===== src/shared/dma_opt_pkg.sv =====
// Register map, field layout and encodings of the DMA channel option and request routing block
package dma_opt_pkg;
  localparam int          CH_N           = 31;
  localparam int          ADDR_W         = 32;
  localparam int          TMR_N          = 5;
  localparam int          PLA_N          = 4;
  localparam int          SRC_N          = 9;
  localparam int          TT_W           = 2 * TMR_N;
  // Channel option registers
  localparam logic [31:0] OFS_BSWAP_SET  = 32'h40040800;
  localparam logic [31:0] OFS_BSWAP_CLR  = 32'h40040804;
  localparam logic [31:0] OFS_SRCDEC_SET = 32'h40040810;
  localparam logic [31:0] OFS_SRCDEC_CLR = 32'h40040814;
  localparam logic [31:0] OFS_DSTDEC_SET = 32'h40040818;
  localparam logic [31:0] OFS_DSTDEC_CLR = 32'h4004081c;
  localparam logic [31:0] OFS_REVISION   = 32'h40040fe0;
  // Request routing registers
  localparam logic [31:0] OFS_OUT_EN     = 32'h40007000;
  localparam logic [31:0] OFS_SEL0       = 32'h40007004;
  localparam logic [31:0] OFS_SEL1       = 32'h40007008;
  localparam logic [31:0] OFS_PLA_EN     = 32'h4000700c;
  localparam logic [31:0] OFS_TMR_EN     = 32'h40007010;
  localparam logic [31:0] OFS_TTYPE      = 32'h40007014;
  // Field positions
  localparam int          OUT0_EN_BIT    = 0;
  localparam int          OUT1_EN_BIT    = 1;
  localparam int          RSV_CH_BIT     = 31;
  // Reset values
  localparam logic [30:0] CH_RST         = 31'h00000000;
  localparam logic [1:0]  OUT_EN_RST     = 2'h0;
  localparam logic [3:0]  SEL_RST        = 4'h0;
  localparam logic [3:0]  PLA_EN_RST     = 4'h0;
  localparam logic [4:0]  TMR_EN_RST     = 5'h00;
  localparam logic [9:0]  TTYPE_RST      = 10'h000;
  // Arbitrary revision value
  localparam logic [7:0]  REV_DEFAULT    = 8'h5a;
  // Source codes of the routing selectors
  localparam logic [3:0]  SRC_PLA0       = 4'h0;
  localparam logic [3:0]  SRC_SHORT0     = 4'h4;
  localparam logic [3:0]  SRC_WIDE1      = 4'h8;
  // Trigger types
  localparam logic [1:0]  TT_HIGH        = 2'h0;
  localparam logic [1:0]  TT_RISE        = 2'h1;
  localparam logic [1:0]  TT_LOW         = 2'h2;
  localparam logic [1:0]  TT_FALL        = 2'h3;
endpackage : dma_opt_pkg


===== src/logic/dma_channel_options_and_request_routing.sv =====
// DMA channel option registers, address stepping and timer/logic-array request routing
// Notes on behaviour
// - Option registers map channel C to bit C over 30:0; bit 31 reads zero.
// - Writing one to a byte swap clear bit disables swapping; zeros change nothing.
// - Writing one to a byte swap set bit enables swapping; reads show state.
// - Source decrement makes the channel source address step down per access.
// - Source decrement set: ones enable, zeros no effect, reads show state.
// - Source decrement clear: ones restore increment, zeros change nothing.
// - Destination decrement makes the channel destination address step down per access.
// - Destination decrement set: ones enable, zeros no effect, reads show state.
// - Destination decrement clear: ones restore increment, zeros change nothing.
// - Revision register holds read-only 8-bit code in low byte, rest zero.
// - Bits 0 and 1 gate routed outputs 0 and 1; reset disabled.
// - Output 0 selector: 0-3 logic array, 4-6 short timers, 7-8 wide timers.
// - Output 1 selector uses the same encoding; codes 9 to 15 reserved.
// - Four bits enable logic-array requests 3 to 0; reset disabled.
// - Five bits enable timer requests, short 0-2 then wide 0-1; reset disabled.
// - Per-timer 2-bit trigger type: high, rising, low, falling.
`timescale 1ns/1ps
module dma_channel_options_and_request_routing #(
  parameter logic [7:0] REVISION = dma_opt_pkg::REV_DEFAULT
) (
  input  wire logic                            clk,
  input  wire logic                            rst_n,
  input  wire logic                            cyc_i,
  input  wire logic                            stb_i,
  input  wire logic                            we_i,
  input  wire logic [31:0]                     adr_i,
  input  wire logic [3:0]                      sel_i,
  input  wire logic [31:0]                     dat_i,
  output logic      [31:0]                     dat_o,
  output logic                                 ack_o,
  output logic                                 err_o,
  input  wire logic [dma_opt_pkg::PLA_N-1:0]   logicArrayReq,
  input  wire logic [dma_opt_pkg::TMR_N-1:0]   timerReq,
  output logic      [1:0]                      routedReq,
  output logic      [dma_opt_pkg::CH_N-1:0]    byteSwapEn,
  output logic      [dma_opt_pkg::CH_N-1:0]    srcDecEn,
  output logic      [dma_opt_pkg::CH_N-1:0]    dstDecEn,
  input  wire logic                            stepValid,
  input  wire logic [4:0]                      stepChan,
  input  wire logic [dma_opt_pkg::ADDR_W-1:0]  stepSize,
  input  wire logic [dma_opt_pkg::ADDR_W-1:0]  srcAddrIn,
  input  wire logic [dma_opt_pkg::ADDR_W-1:0]  dstAddrIn,
  output logic      [dma_opt_pkg::ADDR_W-1:0]  srcAddrOut,
  output logic      [dma_opt_pkg::ADDR_W-1:0]  dstAddrOut,
  output logic                                 stepDone
);

  typedef struct packed {
    logic                            ack;
    logic                            err;
    logic [31:0]                     rdat;
    logic [dma_opt_pkg::CH_N-1:0]    bswap;
    logic [dma_opt_pkg::CH_N-1:0]    srcDec;
    logic [dma_opt_pkg::CH_N-1:0]    dstDec;
    logic [1:0]                      outEn;
    logic [3:0]                      sel0;
    logic [3:0]                      sel1;
    logic [dma_opt_pkg::PLA_N-1:0]   plaEn;
    logic [dma_opt_pkg::TMR_N-1:0]   tmrEn;
    logic [dma_opt_pkg::TT_W-1:0]    ttype;
    logic [dma_opt_pkg::TMR_N-1:0]   tmrPrev;
    logic [1:0]                      routed;
    logic [dma_opt_pkg::ADDR_W-1:0]  srcAddr;
    logic [dma_opt_pkg::ADDR_W-1:0]  dstAddr;
    logic                            stepDone;
  } state_t;

  state_t                           state_r;
  state_t                           state_nxt;
  logic                             busReq;
  logic [31:0]                      laneMask;
  logic [31:0]                      wd;
  logic [31:0]                      adrW;
  logic [dma_opt_pkg::TMR_N-1:0]    tmrCond;
  logic [dma_opt_pkg::SRC_N-1:0]    srcVec;

  // One request per access; a new one is taken only after the answer is gone
  assign busReq = cyc_i && stb_i && !state_r.ack && !state_r.err;
  assign adrW   = {adr_i[31:2], 2'b00};
  assign laneMask = {{8{sel_i[3]}}, {8{sel_i[2]}}, {8{sel_i[1]}}, {8{sel_i[0]}}};
  assign wd     = dat_i & laneMask;

  // Trigger conditioning; edges use the previous sample, so they last one cycle
  always_comb
  begin
    for (int t = 0; t < dma_opt_pkg::TMR_N; t++)
    begin
      case (state_r.ttype[2*t +: 2])
        dma_opt_pkg::TT_HIGH: tmrCond[t] = timerReq[t];
        dma_opt_pkg::TT_RISE: tmrCond[t] = timerReq[t] && !state_r.tmrPrev[t];
        dma_opt_pkg::TT_LOW:  tmrCond[t] = !timerReq[t];
        dma_opt_pkg::TT_FALL: tmrCond[t] = !timerReq[t] && state_r.tmrPrev[t];
        default:              tmrCond[t] = 1'b0;
      endcase
    end
  end

  // Index of a source equals its selector code
  assign srcVec = {tmrCond & state_r.tmrEn, logicArrayReq & state_r.plaEn};

  always_comb
  begin
    logic hit;
    logic [31:0] rd;
    logic [31:0] srcDecW;
    logic [31:0] dstDecW;
    hit = 1'b0;
    rd = 32'h00000000;
    srcDecW = {1'b0, state_r.srcDec};
    dstDecW = {1'b0, state_r.dstDec};
    state_nxt = state_r;
    state_nxt.ack = 1'b0;
    state_nxt.err = 1'b0;
    state_nxt.stepDone = 1'b0;
    state_nxt.tmrPrev = timerReq;
    if (busReq)
    begin
      hit = 1'b1;
      case (adrW)
        dma_opt_pkg::OFS_BSWAP_SET:
        begin
          rd = {1'b0, state_r.bswap};
          if (we_i)
            state_nxt.bswap = state_r.bswap | wd[30:0];
        end
        dma_opt_pkg::OFS_BSWAP_CLR:
        begin
          if (we_i)
            state_nxt.bswap = state_r.bswap & ~wd[30:0];
        end
        dma_opt_pkg::OFS_SRCDEC_SET:
        begin
          rd = {1'b0, state_r.srcDec};
          if (we_i)
            state_nxt.srcDec = state_r.srcDec | wd[30:0];
        end
        dma_opt_pkg::OFS_SRCDEC_CLR:
        begin
          if (we_i)
            state_nxt.srcDec = state_r.srcDec & ~wd[30:0];
        end
        dma_opt_pkg::OFS_DSTDEC_SET:
        begin
          rd = {1'b0, state_r.dstDec};
          if (we_i)
            state_nxt.dstDec = state_r.dstDec | wd[30:0];
        end
        dma_opt_pkg::OFS_DSTDEC_CLR:
        begin
          if (we_i)
            state_nxt.dstDec = state_r.dstDec & ~wd[30:0];
        end
        dma_opt_pkg::OFS_REVISION:
          rd = {24'h000000, REVISION};
        dma_opt_pkg::OFS_OUT_EN:
        begin
          rd = {30'h00000000, state_r.outEn};
          if (we_i)
            state_nxt.outEn = wd[1:0];
        end
        dma_opt_pkg::OFS_SEL0:
        begin
          rd = {28'h0000000, state_r.sel0};
          if (we_i)
            state_nxt.sel0 = wd[3:0];
        end
        dma_opt_pkg::OFS_SEL1:
        begin
          rd = {28'h0000000, state_r.sel1};
          if (we_i)
            state_nxt.sel1 = wd[3:0];
        end
        dma_opt_pkg::OFS_PLA_EN:
        begin
          rd = {28'h0000000, state_r.plaEn};
          if (we_i)
            state_nxt.plaEn = wd[3:0];
        end
        dma_opt_pkg::OFS_TMR_EN:
        begin
          rd = {27'h0000000, state_r.tmrEn};
          if (we_i)
            state_nxt.tmrEn = wd[4:0];
        end
        dma_opt_pkg::OFS_TTYPE:
        begin
          rd = {22'h000000, state_r.ttype};
          if (we_i)
            state_nxt.ttype = wd[9:0];
        end
        default:
          hit = 1'b0;
      endcase
      state_nxt.ack = hit;
      state_nxt.err = !hit;
      state_nxt.rdat = rd;
    end
    // Reserved codes pick no source rather than aliasing onto a real one
    state_nxt.routed[0] = state_r.outEn[dma_opt_pkg::OUT0_EN_BIT]
                          && (state_r.sel0 <= dma_opt_pkg::SRC_WIDE1)
                          && srcVec[state_r.sel0];
    state_nxt.routed[1] = state_r.outEn[dma_opt_pkg::OUT1_EN_BIT]
                          && (state_r.sel1 <= dma_opt_pkg::SRC_WIDE1)
                          && srcVec[state_r.sel1];
    // Channel 31 does not exist and always increments
    if (stepValid)
    begin
      state_nxt.stepDone = 1'b1;
      if (srcDecW[stepChan])
        state_nxt.srcAddr = srcAddrIn - stepSize;
      else
        state_nxt.srcAddr = srcAddrIn + stepSize;
      if (dstDecW[stepChan])
        state_nxt.dstAddr = dstAddrIn - stepSize;
      else
        state_nxt.dstAddr = dstAddrIn + stepSize;
    end
  end

  always_ff @(posedge clk or negedge rst_n)
  begin
    if (!rst_n)
      state_r <= '0;
    else
      state_r <= state_nxt;
  end

  assign dat_o      = state_r.rdat;
  assign ack_o      = state_r.ack;
  assign err_o      = state_r.err;
  assign routedReq  = state_r.routed;
  assign byteSwapEn = state_r.bswap;
  assign srcDecEn   = state_r.srcDec;
  assign dstDecEn   = state_r.dstDec;
  assign srcAddrOut = state_r.srcAddr;
  assign dstAddrOut = state_r.dstAddr;
  assign stepDone   = state_r.stepDone;

  logic fullWr;
  assign fullWr = busReq && we_i && (sel_i == 4'hf);
endmodule : dma_channel_options_and_request_routing


===== config.mk =====
export PLATFORM = sky130hd
export DESIGN_NAME = dma_channel_options_and_request_routing
export DESIGN_NICKNAME = d
export VERILOG_FILES = /design/src/shared/dma_opt_pkg.sv /design/src/logic/dma_channel_options_and_request_routing.sv
export SDC_FILE = /design/constraint.sdc
export NUM_CORES = 1
export LEC_CHECK = 0
export ABC_AREA = 1
export BUFFER_PORTS_ARGS = -buffer_cell sky130_fd_sc_hd__clkbuf_2
export CORE_MARGIN = 5
export CORE_UTILIZATION = 45
export CTS_CLUSTER_SIZE = 40
export DETAILED_ROUTE_END_ITERATION = 12
export PLACE_DENSITY_LB_ADDON = 0.15
export REMOVE_ABC_BUFFERS = 1
export SLEW_MARGIN = 20
export SYNTH_ARGS = -nofsm -noshare
export SYNTH_HDL_FRONTEND = slang
export SYNTH_SLANG_ARGS = --single-unit

===== constraint.sdc =====
create_clock -name clk -period 4 [get_ports clk]
set_input_delay 0.4 -clock clk [delete_from_list [all_inputs] [get_ports clk]]
set_output_delay 0.4 -clock clk [all_outputs]
set_load 0.005 [all_outputs]

* After elaboration in Yosys (flattened, before gate mapping)
Cells that the tools add are included.
** Word-level totals
- Bits in registers :: 228
- Input port bits :: 184
- Output and inout bits :: 194
- Word-level logic and storage cells :: 159
** Cells by class
- $add $sub $neg :: 4
- Order comparisons :: 5
- Equal/unequal tests :: 34
- Mux-type cells :: 41
- Bitwise operators :: 10
- Reduce and logical (&&, ||, !) cells :: 48
** Operators with widths (number)
- 30-bit by 29-bit equality test with 1-bit output (second input constant) :: 13
- 31-bit case mux with 10 select lines :: 1
- 31-bit two-way mux :: 6
- 31-bit case mux with 2 select lines :: 3
- 156-bit two-way mux :: 1
- 31-bit AND :: 4
- 31-bit OR :: 3
- 32-bit adder :: 2
- 32-bit two-way mux :: 2
- 32-bit subtractor :: 2
- 31-bit inverter :: 1
- 4-bit two-way mux :: 6
- 2-bit equality test (second input constant) :: 10
- 10-bit two-way mux :: 2
- 1-bit case mux with 4 select lines :: 5
- 3-bit AND reduction :: 6
- 1-bit logical AND :: 17
- 1-bit zero test :: 13
- 13-bit OR reduction :: 1
- 2-bit != test (second input constant) :: 6
- 4-bit AND reduction :: 3
- 1-bit binary-select mux with 5-bit select :: 2
- 2-bit by 1-bit equality test with 1-bit output (second input constant) :: 5
- 2-bit zero test :: 5
- other kinds (10) :: 23

* Longest topological paths before layout
Gate-level depths: netlist of run 1.
- Depth after elaboration :: 7
- Mapped depth :: 28
- Mapped depth without buffers :: 26

* Worst setup path after synthesis of run 1
No wires, ideal clock.
- Path type :: input-to-reg
- From :: input stepChan[1]
- To :: register state_r, in the netlist dstAddrOut[21]
- Library setup time :: 0.118 ns
- Data arrival time :: 3.350 ns
- Data required time :: 3.882 ns
- Path slack :: 0.532 ns
- Cell stages on the path :: 23
- Path buffers :: 4
- Cells stage by stage :: buf_2 > inv_2 > buf_2 > nand3_1 > nand3_1 > nand3_1 > nand3_1 > nand2_1 > buf_4 > buf_2 > nand2_1 > o21ai_0 > ha_1 > a21oi_1 > a21boi_0 > o21bai_1 > nand2_1 > nand2_1 > nand2_1 > nand2_1 > or2_2 > nand3_1 > nand2_1
** Between the ends
- Cells in the longest elaborated chain, start to end :: 3
** RTL lines
- start, declared :: line dma_channel_options_and_request_routing.sv:41 : input wire logic [4:0] stepChan,
- 1-bit binary-select mux with 5-bit select :: line dma_channel_options_and_request_routing.sv:215 : if (dstDecW[stepChan])
- 1-bit two-way mux (not written as such) :: line dma_channel_options_and_request_routing.sv:215
- 32-bit two-way mux :: line dma_channel_options_and_request_routing.sv:215
- end signal, assigned :: line dma_channel_options_and_request_routing.sv:227 : state_r <= state_nxt;
- end, declared :: line dma_channel_options_and_request_routing.sv:70 : state_t state_r;
Every way passes these cells. The select of a mux whose other input is x is not followed.
A chain may end at the register's enable or synchronous reset.

==> results of run 1 <==
-- metal layers --
metal	up-vias	part of all wire	track usage	routed length, um
met1	8234	0.46	0.373	26900
met2	651	0.44	0.406	25900
met5	-	0.00022	0	13
met4	2	0.027	0.0727	1580
li1	8833	-	-	-
met3	88	0.076	0.0386	4500
-- critical path, cell delays in order, from the launching register on --
cell and delay, ns:
dfrtp_1 0.43, inv_1 0.13, nand2_1 0.07, nand3_1 0.11, nand3_1 0.09, nand3_1 0.11, nand3_1 0.13, nand2_1 0.14
buf_12 0.24, inv_1 0.09, o21ai_1 0.25, inv_1 0.08, ha_1 0.27, nand3_1 0.07, nand2_1 0.09, a21oi_1 0.10
o21bai_1 0.29, nand2_1 0.14, nand3_1 0.10, o21ai_0 0.10, or2_2 0.30, nand3_1 0.10, nand2_1 0.06
-- metrics by stage --
stage | setup slack, ns | total power, mW | hold WS (ns) | setup TNS [ns] | instance area (um2)
floorplan | 0.0871 | 3.69 | 0.104 | 0 | 16100
global placement | -0.0107 | 4.51 | 0.461 | -0.0107 | 19000
detailed placement | -0.0349 | 4.54 | 0.466 | -0.0349 | 19000
CTS | 0.356 | 7.13 | 0.106 | 0 | 20000
global route | 0.0163 | 7.48 | 0.150 | 0 | 20000
finish | 0.372 | 7.06 | 0.143 | 0 | 20000
-- final cells by class --
cell class	count	area (um2)
inverters	368	1380
clock buffers	40	835
repair buffers	431	2390
clock inverters	8	86.3
diodes	7	17.5
fillers	4138	19400
well taps	525	657
multi-input cells	1837	9000
flip-flops and latches	227	5680
-- worst max-delay path by stage --
stage          slack, ns  cells past startpoint   startpoint                    endpoint
2_1_floorplan       0.09                     22  stepChan[0]  dstAddrOut[21]$_DFFE_PN0P_
3_3_place_gp       -0.01                     22  stepSize[0]  dstAddrOut[31]$_DFFE_PN0P_
3_5_place_dp       -0.03                     24  stepSize[0]  srcAddrOut[31]$_DFFE_PN0P_
4_1_cts             0.36                     21         flop  dstAddrOut[17]$_DFFE_PN0P_
5_1_grt             0.02                     20         flop  srcAddrOut[31]$_DFFE_PN0P_
6_report            0.37                     22         flop  srcAddrOut[17]$_DFFE_PN0P_
-- layout by cell type (no fill, tap or decap), types with 12 or more instances in the layout --
cell type and instances:
nand2_1 838, clkbuf_2 372, inv_1 359, o21ai_0 230
dfrtp_1 227, nor2_1 166, nand3_1 154, a21oi_1 85
ha_1 63, o21ai_1 58, buf_4 47, nor3_1 31
xor2_1 28, xnor2_1 28, clkbuf_16 27, nand4_1 22
o221ai_1 21, o22ai_1 17, or2_2 12
-- report_power, final --
group / internal, mW / switching [mW]
clock network: 1.50 / 1.04
logic: 0.740 / 1.20
registers: 2.47 / 0.105
-- cell families after synthesis --
kind of cell | after synthesis | synth area share
simple gates | 1258 | 0.290
buf+inv | 637 | 0.178
compound gates | 457 | 0.140
flops | 227 | 0.318
fa+ha+maj | 65 | 0.0464
xor+xnor | 56 | 0.0275
other cells | 1 | 0.000210
-- what timing repair did --
action | CTS | global route
hold endpoints to repair | 113 | 0
endpoints found under the setup margin | 0 | 4
hold buffers | 6 | 0
gates resized for setup | 0 | 2
==> results.txt, run 1 <==
Share of post-route cells with drive strength above 1: 0.172
Total wire length: 58,900 um
Async set-reset flop share out of synthesis: 1.00
Mapped Cells: 2,701
Worst hold path stage count: 3
FF-to-FF End: srcAddrOut[17]$_DFFE_PN0P_
FP Rows: 73
Critical path startpoint category: flop
Remaining DRCs: 0
Initial antenna violation count: 6
Root buffer cell: clkbuf_16
Num CTS Buffers: 27
Status: completed
Commonest cells post-synth: nand2_1, inv_1, o21ai_0
Die Y: 209 um
Fin util: 0.508
CTS Buffer Depth: 3
Mapped cell area: 17,900 um2
Final ANT Viol Nets: 0
Synth warn: 0
# nets final: 3,141
Crit. End Element: flop
RSZ-0062 raised after global routing: false
CTS H-tree depth: 1
Worst Path Required: 4.46 ns
Clock sink count: 227
Number of synthesized flops with an enable pin: 0
Iteration-0 DRC Markers: 1,367
Reg2Reg Depth: 22
Final worst path period need: 3.63 ns
Wire per inst: 17.1 um
Drt pass-1 iters: 5
CP Class: flop to flop
Worst Path Arrival: 4.09 ns
Post-synth top flop: dfrtp_1
R2R setup slack: 0.37 ns
Vias per cell: 5.17
Fin. Hold Viols: 0
Residual overflow from global routing: 0
Number of global-route vias before repair: 16,900
Core area: 39,500 um2
Hold_sp: dat_i[9]
Clock latency on the worst-skew pair: 0.58 ns
Largest net degree at the start of global routing: 111
CTS tree: yes
Setup-failing EPs final: 0
Cell variety after synth: 47
Dominant cells by area after synthesis: dfrtp_1, nand2_1, buf_4
Worst-path fanout max: 60
Dominant cell type by area after synthesis: dfrtp_1
Max IR drop VDD: 0.000313 V
Mapped Avg Cell Area: 6.61 um2
Most common cell in the netlist: nand2_1
Slew HR: 0.339
Port bufs: 373
Clock transition at the registers of the reported paths: 0.06 ns
Fmax: 276 MHz
P&R area growth vs syn: 12.3%
Clock Skews: 0.0203 ns
Post-Place Cells: 3,382
Final worst path period share: 0.907
Sequential area share after synthesis: 0.318
Worst hold path class: input port to flop
Die Area: 43,800 um2
Initial Util: 0.453
Gr usage total: 0.259
Post-CTS Setup Bufs: 0
Synth Register Bits: 227
Non-Filler Instances: 3,443
Number of max-cap violations: 0
Fin. max-slew vios: 0
First-pass GRT wire length: 92,300 um
Yosys top cell area share: 0.318
I/O pins: 378
Die width: 209 um
Routability Congestion: 0.906
PD cells: 352 nW/um2
Hold worst-path end: state_r[81]$_DFFE_PN0P_
Vias: 17,800
Leak Pwr: 10.3 nW
Least-Margin Pin Slew: 0.991 ns
HPWL after detailed placement: 45,900 um
(Power assumes the default switching activity.)
==> run 2: changes to the inputs <==
--- a/config.mk
+++ b/config.mk
@@ -11,8 +11,7 @@
 export CORE_UTILIZATION = 45
 export CTS_CLUSTER_SIZE = 40
 export DETAILED_ROUTE_END_ITERATION = 12
-export PLACE_DENSITY_LB_ADDON = 0.15
-export REMOVE_ABC_BUFFERS = 1
+export PLACE_DENSITY = 0.74
 export SLEW_MARGIN = 20
 export SYNTH_ARGS = -nofsm -noshare
 export SYNTH_HDL_FRONTEND = slang
==> run 2 against run 1 <==
Compared with the run above:
- global-route usage grew 0.85 points
- sequential power is essentially flat
- cell count grew 0.32%
- register-to-register slack gained 0.03 ns
- setup slack gained 0.034 ns
- non-clock buffer count grew 12
- first-iteration DRC count grew 19%
- largest power group is now the clock network
==> results.txt, run 2 (synthesis results as in run 1) <==
Die Area: 43,800 um2
R2R setup slack: 0.41 ns
Iteration-0 DRC Markers: 1,622
# nets final: 3,153
FP Rows: 73
Die width: 209 um
Hold_ws: 0.115 ns
Routability Congestion: 0.934
Most frequent cells in the layout: nand2_1, clkbuf_2, inv_1, o21ai_0, dfrtp_1
Fin. max-slew vios: 0
Final worst path period share: 0.898
Critical path's largest stage delay: 0.42 ns
Dpl cell area: 19,200 um2
Reg2Reg Depth: 23
Number of max-cap violations: 0
Top delay family on crit path: simple AND/OR/NAND/NOR gates
Status: completed
Clock transition at the registers of the reported paths: 0.06 ns
Finished Cell Area: 20,200 um2
Slew HR: 0.366
Wire per inst: 17.6 um
Worst hold path class: input port to flop
HPWL after detailed placement: 47,900 um
First-pass GRT wire length: 94,500 um
Fillers: 4,011
Sequential cell area: 5680 um2
Slowest CP cell: ha_1
Leak Pwr: 10.4 nW
Clock sink count: 227
Worst-path fanout max: 48
Crit path to: dstAddrOut[27]$_DFFE_PN0P_
Remaining DRCs: 0
Footprint of the multi-input gates: 9010 um2
Vias: 18,000
Fmax: 278 MHz
RSZ-0062 raised after global routing: false
Critical path startpoint category: flop
Num CTS Buffers: 27
Crit path cell chain: inv_1 -> nand2_1 -> nand3_1 -> nand3_1 -> nand3_1 -> nand3_1 -> nand2_2 -> buf_12 -> o21ai_0 -> ha_1 -> nand2_1 -> nor2_1 -> inv_1 -> nor2_1 -> nand2_1 -> nand2_1 -> nand2_1 -> nand2_1 -> nand2_1 -> nand2_1 -> nand2_1 -> nand3_1 -> nand2_1
Wire length on met2: 26,800 um
P&R area growth vs syn: 13.3%
CTS tree: yes
Final worst path period need: 3.59 ns
Die Y: 209 um
Worst Path Buf+Inv: 3
Root buffer cell: clkbuf_16
Core area: 39,500 um2
Worst Path Arrival: 4.05 ns
PD cells: 363 nW/um2
Crit. End Element: flop
Residual overflow from global routing: 0
Least-Margin Pin Slew: 0.947 ns
Initial antenna violation count: 9
Clock latency on the worst-skew pair: 0.57 ns
Clock Skews: 0.0104 ns
Initial Util: 0.453
Largest net degree at the start of global routing: 106
Fin. Hold Viols: 0
Final ANT Viol Nets: 0
CTS H-tree depth: 1
WL met1: 27,200 um
I/O pins: 378
WL met3: 4930 um
Vias per cell: 5.22
Commonest non-fill, non-tap cell in the layout: nand2_1
Synthesized net count: 2,950
Worst Path Required: 4.46 ns
CTS Buffer Depth: 3
Overall power: 7.35 mW
FF-to-FF End: dstAddrOut[27]$_DFFE_PN0P_
Drt pass-1 iters: 8
CP most frequent cell: nand2_1
Max IR drop VDD: 0.000355 V
Total wire length: 60,800 um
Share of post-route cells with drive strength above 1: 0.176
Port bufs: 373
Crit path depth: 23
Number of global-route vias before repair: 17,100
CP Class: flop to flop
Gr usage total: 0.267
Setup-failing EPs final: 0
Highest Signal Layer: met5
[run 2: changes by cell type in the layout (fill, tap and decap cells not counted), moves of 2 or more]
| cell | previous run | this run |
|---|---|---|
| inv_6 | 0 | 2 |
| clkinv_2 | 4 | 1 |
| buf_4 | 47 | 58 |
| clkbuf_8 | 11 | 8 |
| bufinv_16 | 1 | 5 |
[run 2: stage by stage]
step / instances / setup WS [ns] / TNS, ns / util
finish: 3454 / 0.407 / 0 / 0.513
global route: 3453 / 0.0254 / 0 / 0.513
CTS: 3447 / 0.347 / 0 / 0.512
detailed placement: 3394 / -0.0811 / -0.0811 / 0.485
global placement: 3394 / -0.0472 / -0.0472 / 0.485
floorplan: 2701 / 0.532 / 0 / -
[run 2: per-layer routing]
metal | global-route usage | vias to the layer above
met5 | 0 | -
met4 | 0.0817 | 4
met3 | 0.0479 | 106
met2 | 0.417 | 730
met1 | 0.380 | 8308
li1 | - | 8866
[run 2: tightest hold or removal path, cell delays in order]
cell and delay [ns]:
clkbuf_2 0.09, nand2_1 0.07, o21ai_0 0.08
[run 2: where the power goes]
| group | leakage [nW] | total (mW) | internal (mW) | switching (mW) |
|---|---|---|---|---|
| clock network | 0.490 | 2.76 | 1.71 | 1.05 |
| logic | 7.28 | 2.00 | 0.765 | 1.24 |
| registers | 2.58 | 2.59 | 2.47 | 0.116 |
[run 2: worst min-delay path by stage]
stage / start / endpoint / depth (start not counted)
after floorplan: rst_n / async pin / 0
after global placement: dat_o[16]$_DFFE_PN0P_ / dat_o[16]$_DFFE_PN0P_ / 2
after detailed placement: dstAddrOut[31]$_DFFE_PN0P_ / dstAddrOut[31]$_DFFE_PN0P_ / 2
after CTS: dat_i[7] / state_r[79]$_DFFE_PN0P_ / 3
after global routing: dat_i[7] / state_r[79]$_DFFE_PN0P_ / 3
final: dat_i[7] / state_r[79]$_DFFE_PN0P_ / 3
[run 2: cell type report]
class                           count  area share
Antenna cell                        7    0.000866
Clock buffer                       37      0.0392
Clock inverter                     10     0.00996
Inverter                          368      0.0683
Multi-Input combinational cell   1837       0.445
Sequential cell                   227       0.281
Tap cell                          525      0.0325
Timing Repair Buffer              443       0.123
[run 2: repair_timing]
item	CTS	global route
buffers inserted	0	0
endpoints found under the hold margin	107	0
hold buffers	6	0
endpoints found under the setup margin	0	5
gates resized for setup	0	2
==> run 3: changes to the inputs <==
--- a/config.mk
+++ b/config.mk
@@ -7,6 +7,7 @@
 export LEC_CHECK = 0
 export ABC_AREA = 1
 export BUFFER_PORTS_ARGS = -buffer_cell sky130_fd_sc_hd__clkbuf_2
+export CORE_ASPECT_RATIO = 0.9
 export CORE_MARGIN = 5
 export CORE_UTILIZATION = 45
 export CTS_CLUSTER_SIZE = 40
==> constraint.sdc (replaced) <==
create_clock -name clk -period 4 [get_ports clk]
set_input_delay 0.8 -clock clk [delete_from_list [all_inputs] [get_ports clk]]
set_output_delay 0.8 -clock clk [all_outputs]
set_load 0.005 [all_outputs]
==> run 3 against run 2 <==
Compared with the run above:
- register-to-register slack gained 0.03 ns
- first-iteration DRC count grew 3.9%
- setup slack lost 0.13 ns
- die area about the same
- wire length is 1.6% higher
- critical endpoint is now srcAddrOut[17]$_DFFE_PN0P_
- highest routed layer unchanged
==> results.txt, run 3 (synthesis results as in run 1) <==
Critical path startpoint category: input port
Drt pass-1 iters: 6
FP Rows: 69
Vias: 18,800
Slowest CP cell: ha_1
Number of global-route vias before repair: 17,800
Final worst path period share: 0.931
CTS H-tree depth: 1
Worst Path Buf+Inv: 4
PD cells: 346 nW/um2
First-pass GRT wire length: 95,500 um
Fin. Hold Viols: 0
Setup WS post-layout: 0.275 ns
Wire per inst: 17.0 um
Core area: 39,400 um2
Fmax: 268 MHz
Clock sink count: 227
Worst Path Required: 4.44 ns
Share of post-route cells with drive strength above 1: 0.229
Clock Skews: 0.0209 ns
Max IR drop VDD: 0.000389 V
Top delay family on crit path: simple AND/OR/NAND/NOR gates
Routability Congestion: 0.949
Die width: 220 um
# nets final: 3,337
Num CTS Buffers: 27
Non-Filler Instances: 3,642
Initial antenna violation count: 4
Least-Margin Pin Slew: 0.848 ns
Leak Pwr: 11.2 nW
Final ANT Viol Nets: 0
CTS tree: yes
Worst Path Arrival: 4.16 ns
Iteration-0 DRC Markers: 1,685
Crit path cell chain: clkbuf_2 -> inv_1 -> ha_1 -> nand2_1 -> nor2_2 -> nand4_1 -> nor3_4 -> buf_4 -> nand3_1 -> nand2_1 -> nand2_1 -> nand2_1 -> o21ai_0 -> ha_1 -> a21oi_1 -> o21ai_0 -> inv_1 -> nand3_1 -> o21ai_0 -> or2_2 -> nand3_1 -> nand2_1
Fin. max-slew vios: 0
Dpl cell area: 20,600 um2
Synthesized net count: 2,950
CTS Buffer Depth: 3
Post-Place Cells: 3,590
Final worst path period need: 3.73 ns
Worst-path fanout max: 4
Die Y: 199 um
Commonest non-fill, non-tap cell in the layout: nand2_1
Finished Cell Area: 21,600 um2
Die Area: 43,800 um2
Gr usage total: 0.273
Slew HR: 0.434
Most frequent cells in the layout: nand2_1, clkbuf_2, inv_1, buf_4, dfrtp_1
Clock transition at the registers of the reported paths: 0.05 ns
HPWL after detailed placement: 49,200 um
Worst hold path class: input port to async pin
CP most frequent cell: nand2_1
Setup-failing EPs final: 0
Largest net degree at the start of global routing: 92
Vias per cell: 5.15
Post-place setup slack: -0.275 ns
Status: completed
TNS Setup: 0 ns
Number of max-cap violations: 0
R2R setup slack: 0.44 ns
Critical path's largest stage delay: 0.43 ns
Crit. End Element: flop
# hold bufs at CTS: 0
Residual overflow from global routing: 0
Port bufs: 373
Remaining DRCs: 0
CP Class: input port to flop
Clock latency on the worst-skew pair: 0.56 ns
I/O pins: 378
Total wire length: 61,700 um
Root buffer cell: clkbuf_16
Initial Util: 0.454
P&R area growth vs syn: 20.8%
## run 3: changes by cell type in the layout (fill, tap and decap cells not counted), moves of 4 or more
cell,before,now
o21ai_0,231,226
clkinvlp_4,0,6
dlygate4sd3_1,6,0
buf_12,6,10
diode_2,7,3
o21ai_1,57,62
clkinv_2,1,5
buf_4,58,244
## run 3: area by class of cell
cell class	instances	area [um2]
fillers	3884	17800
multi-input cells	1837	9040
flip-flops and latches	227	5680
repair buffers	627	3910
inverters	368	1380
clock buffers	34	752
well taps	532	666
clock inverters	14	139
diodes	3	7.51
## run 3: metal layers
| metal | vias to the layer above | global-route usage | part of all wire | routed length (um) |
|---|---|---|---|---|
| li1 | 9238 | - | - | - |
| met1 | 8684 | 0.395 | 0.46 | 28300 |
| met2 | 729 | 0.423 | 0.44 | 27000 |
| met3 | 116 | 0.0454 | 0.074 | 4550 |
| met4 | 4 | 0.0767 | 0.030 | 1880 |
| met5 | - | 0 | 0.00037 | 23 |
## run 3: power by group
part | switching [mW] | total, mW | internal, mW
Combinational | 1.32 | 2.40 | 1.08
Sequential | 0.106 | 2.58 | 2.47
Clock | 1.04 | 2.49 | 1.46
## run 3: final timing paths
check                                                 from                          to  depth (start not counted)
worst max-delay path                           stepSize[0]  srcAddrOut[17]$_DFFE_PN0P_                         22
worst max register to register                        flop  dstAddrOut[13]$_DFFE_PN0P_                         20
min in group clk                               timerReq[0]       state_r[67]$_DFF_PN0_                          1
worst min-delay path                                 rst_n     state_r[88]$_DFFE_PN0P_                          1
worst min register to register  dstAddrOut[29]$_DFFE_PN0P_  dstAddrOut[29]$_DFFE_PN0P_                          2
max in group asynchronous                            rst_n  srcAddrOut[24]$_DFFE_PN0P_                          2
## run 3: what timing repair did
item | in CTS | in global routing
buffers inserted | 0 | 1
resized for setup | 0 | 16
endpoints found under the setup margin | 0 | 7
## run 3: per-stage QoR
stage	util	power (mW)	hold WS, ns
after floorplan	-	3.95	0.450
after global placement	0.524	4.94	0.462
after detailed placement	0.524	4.97	0.467
after CTS	0.547	7.49	0.278
after global routing	0.548	7.89	0.293
final	0.548	7.47	0.257
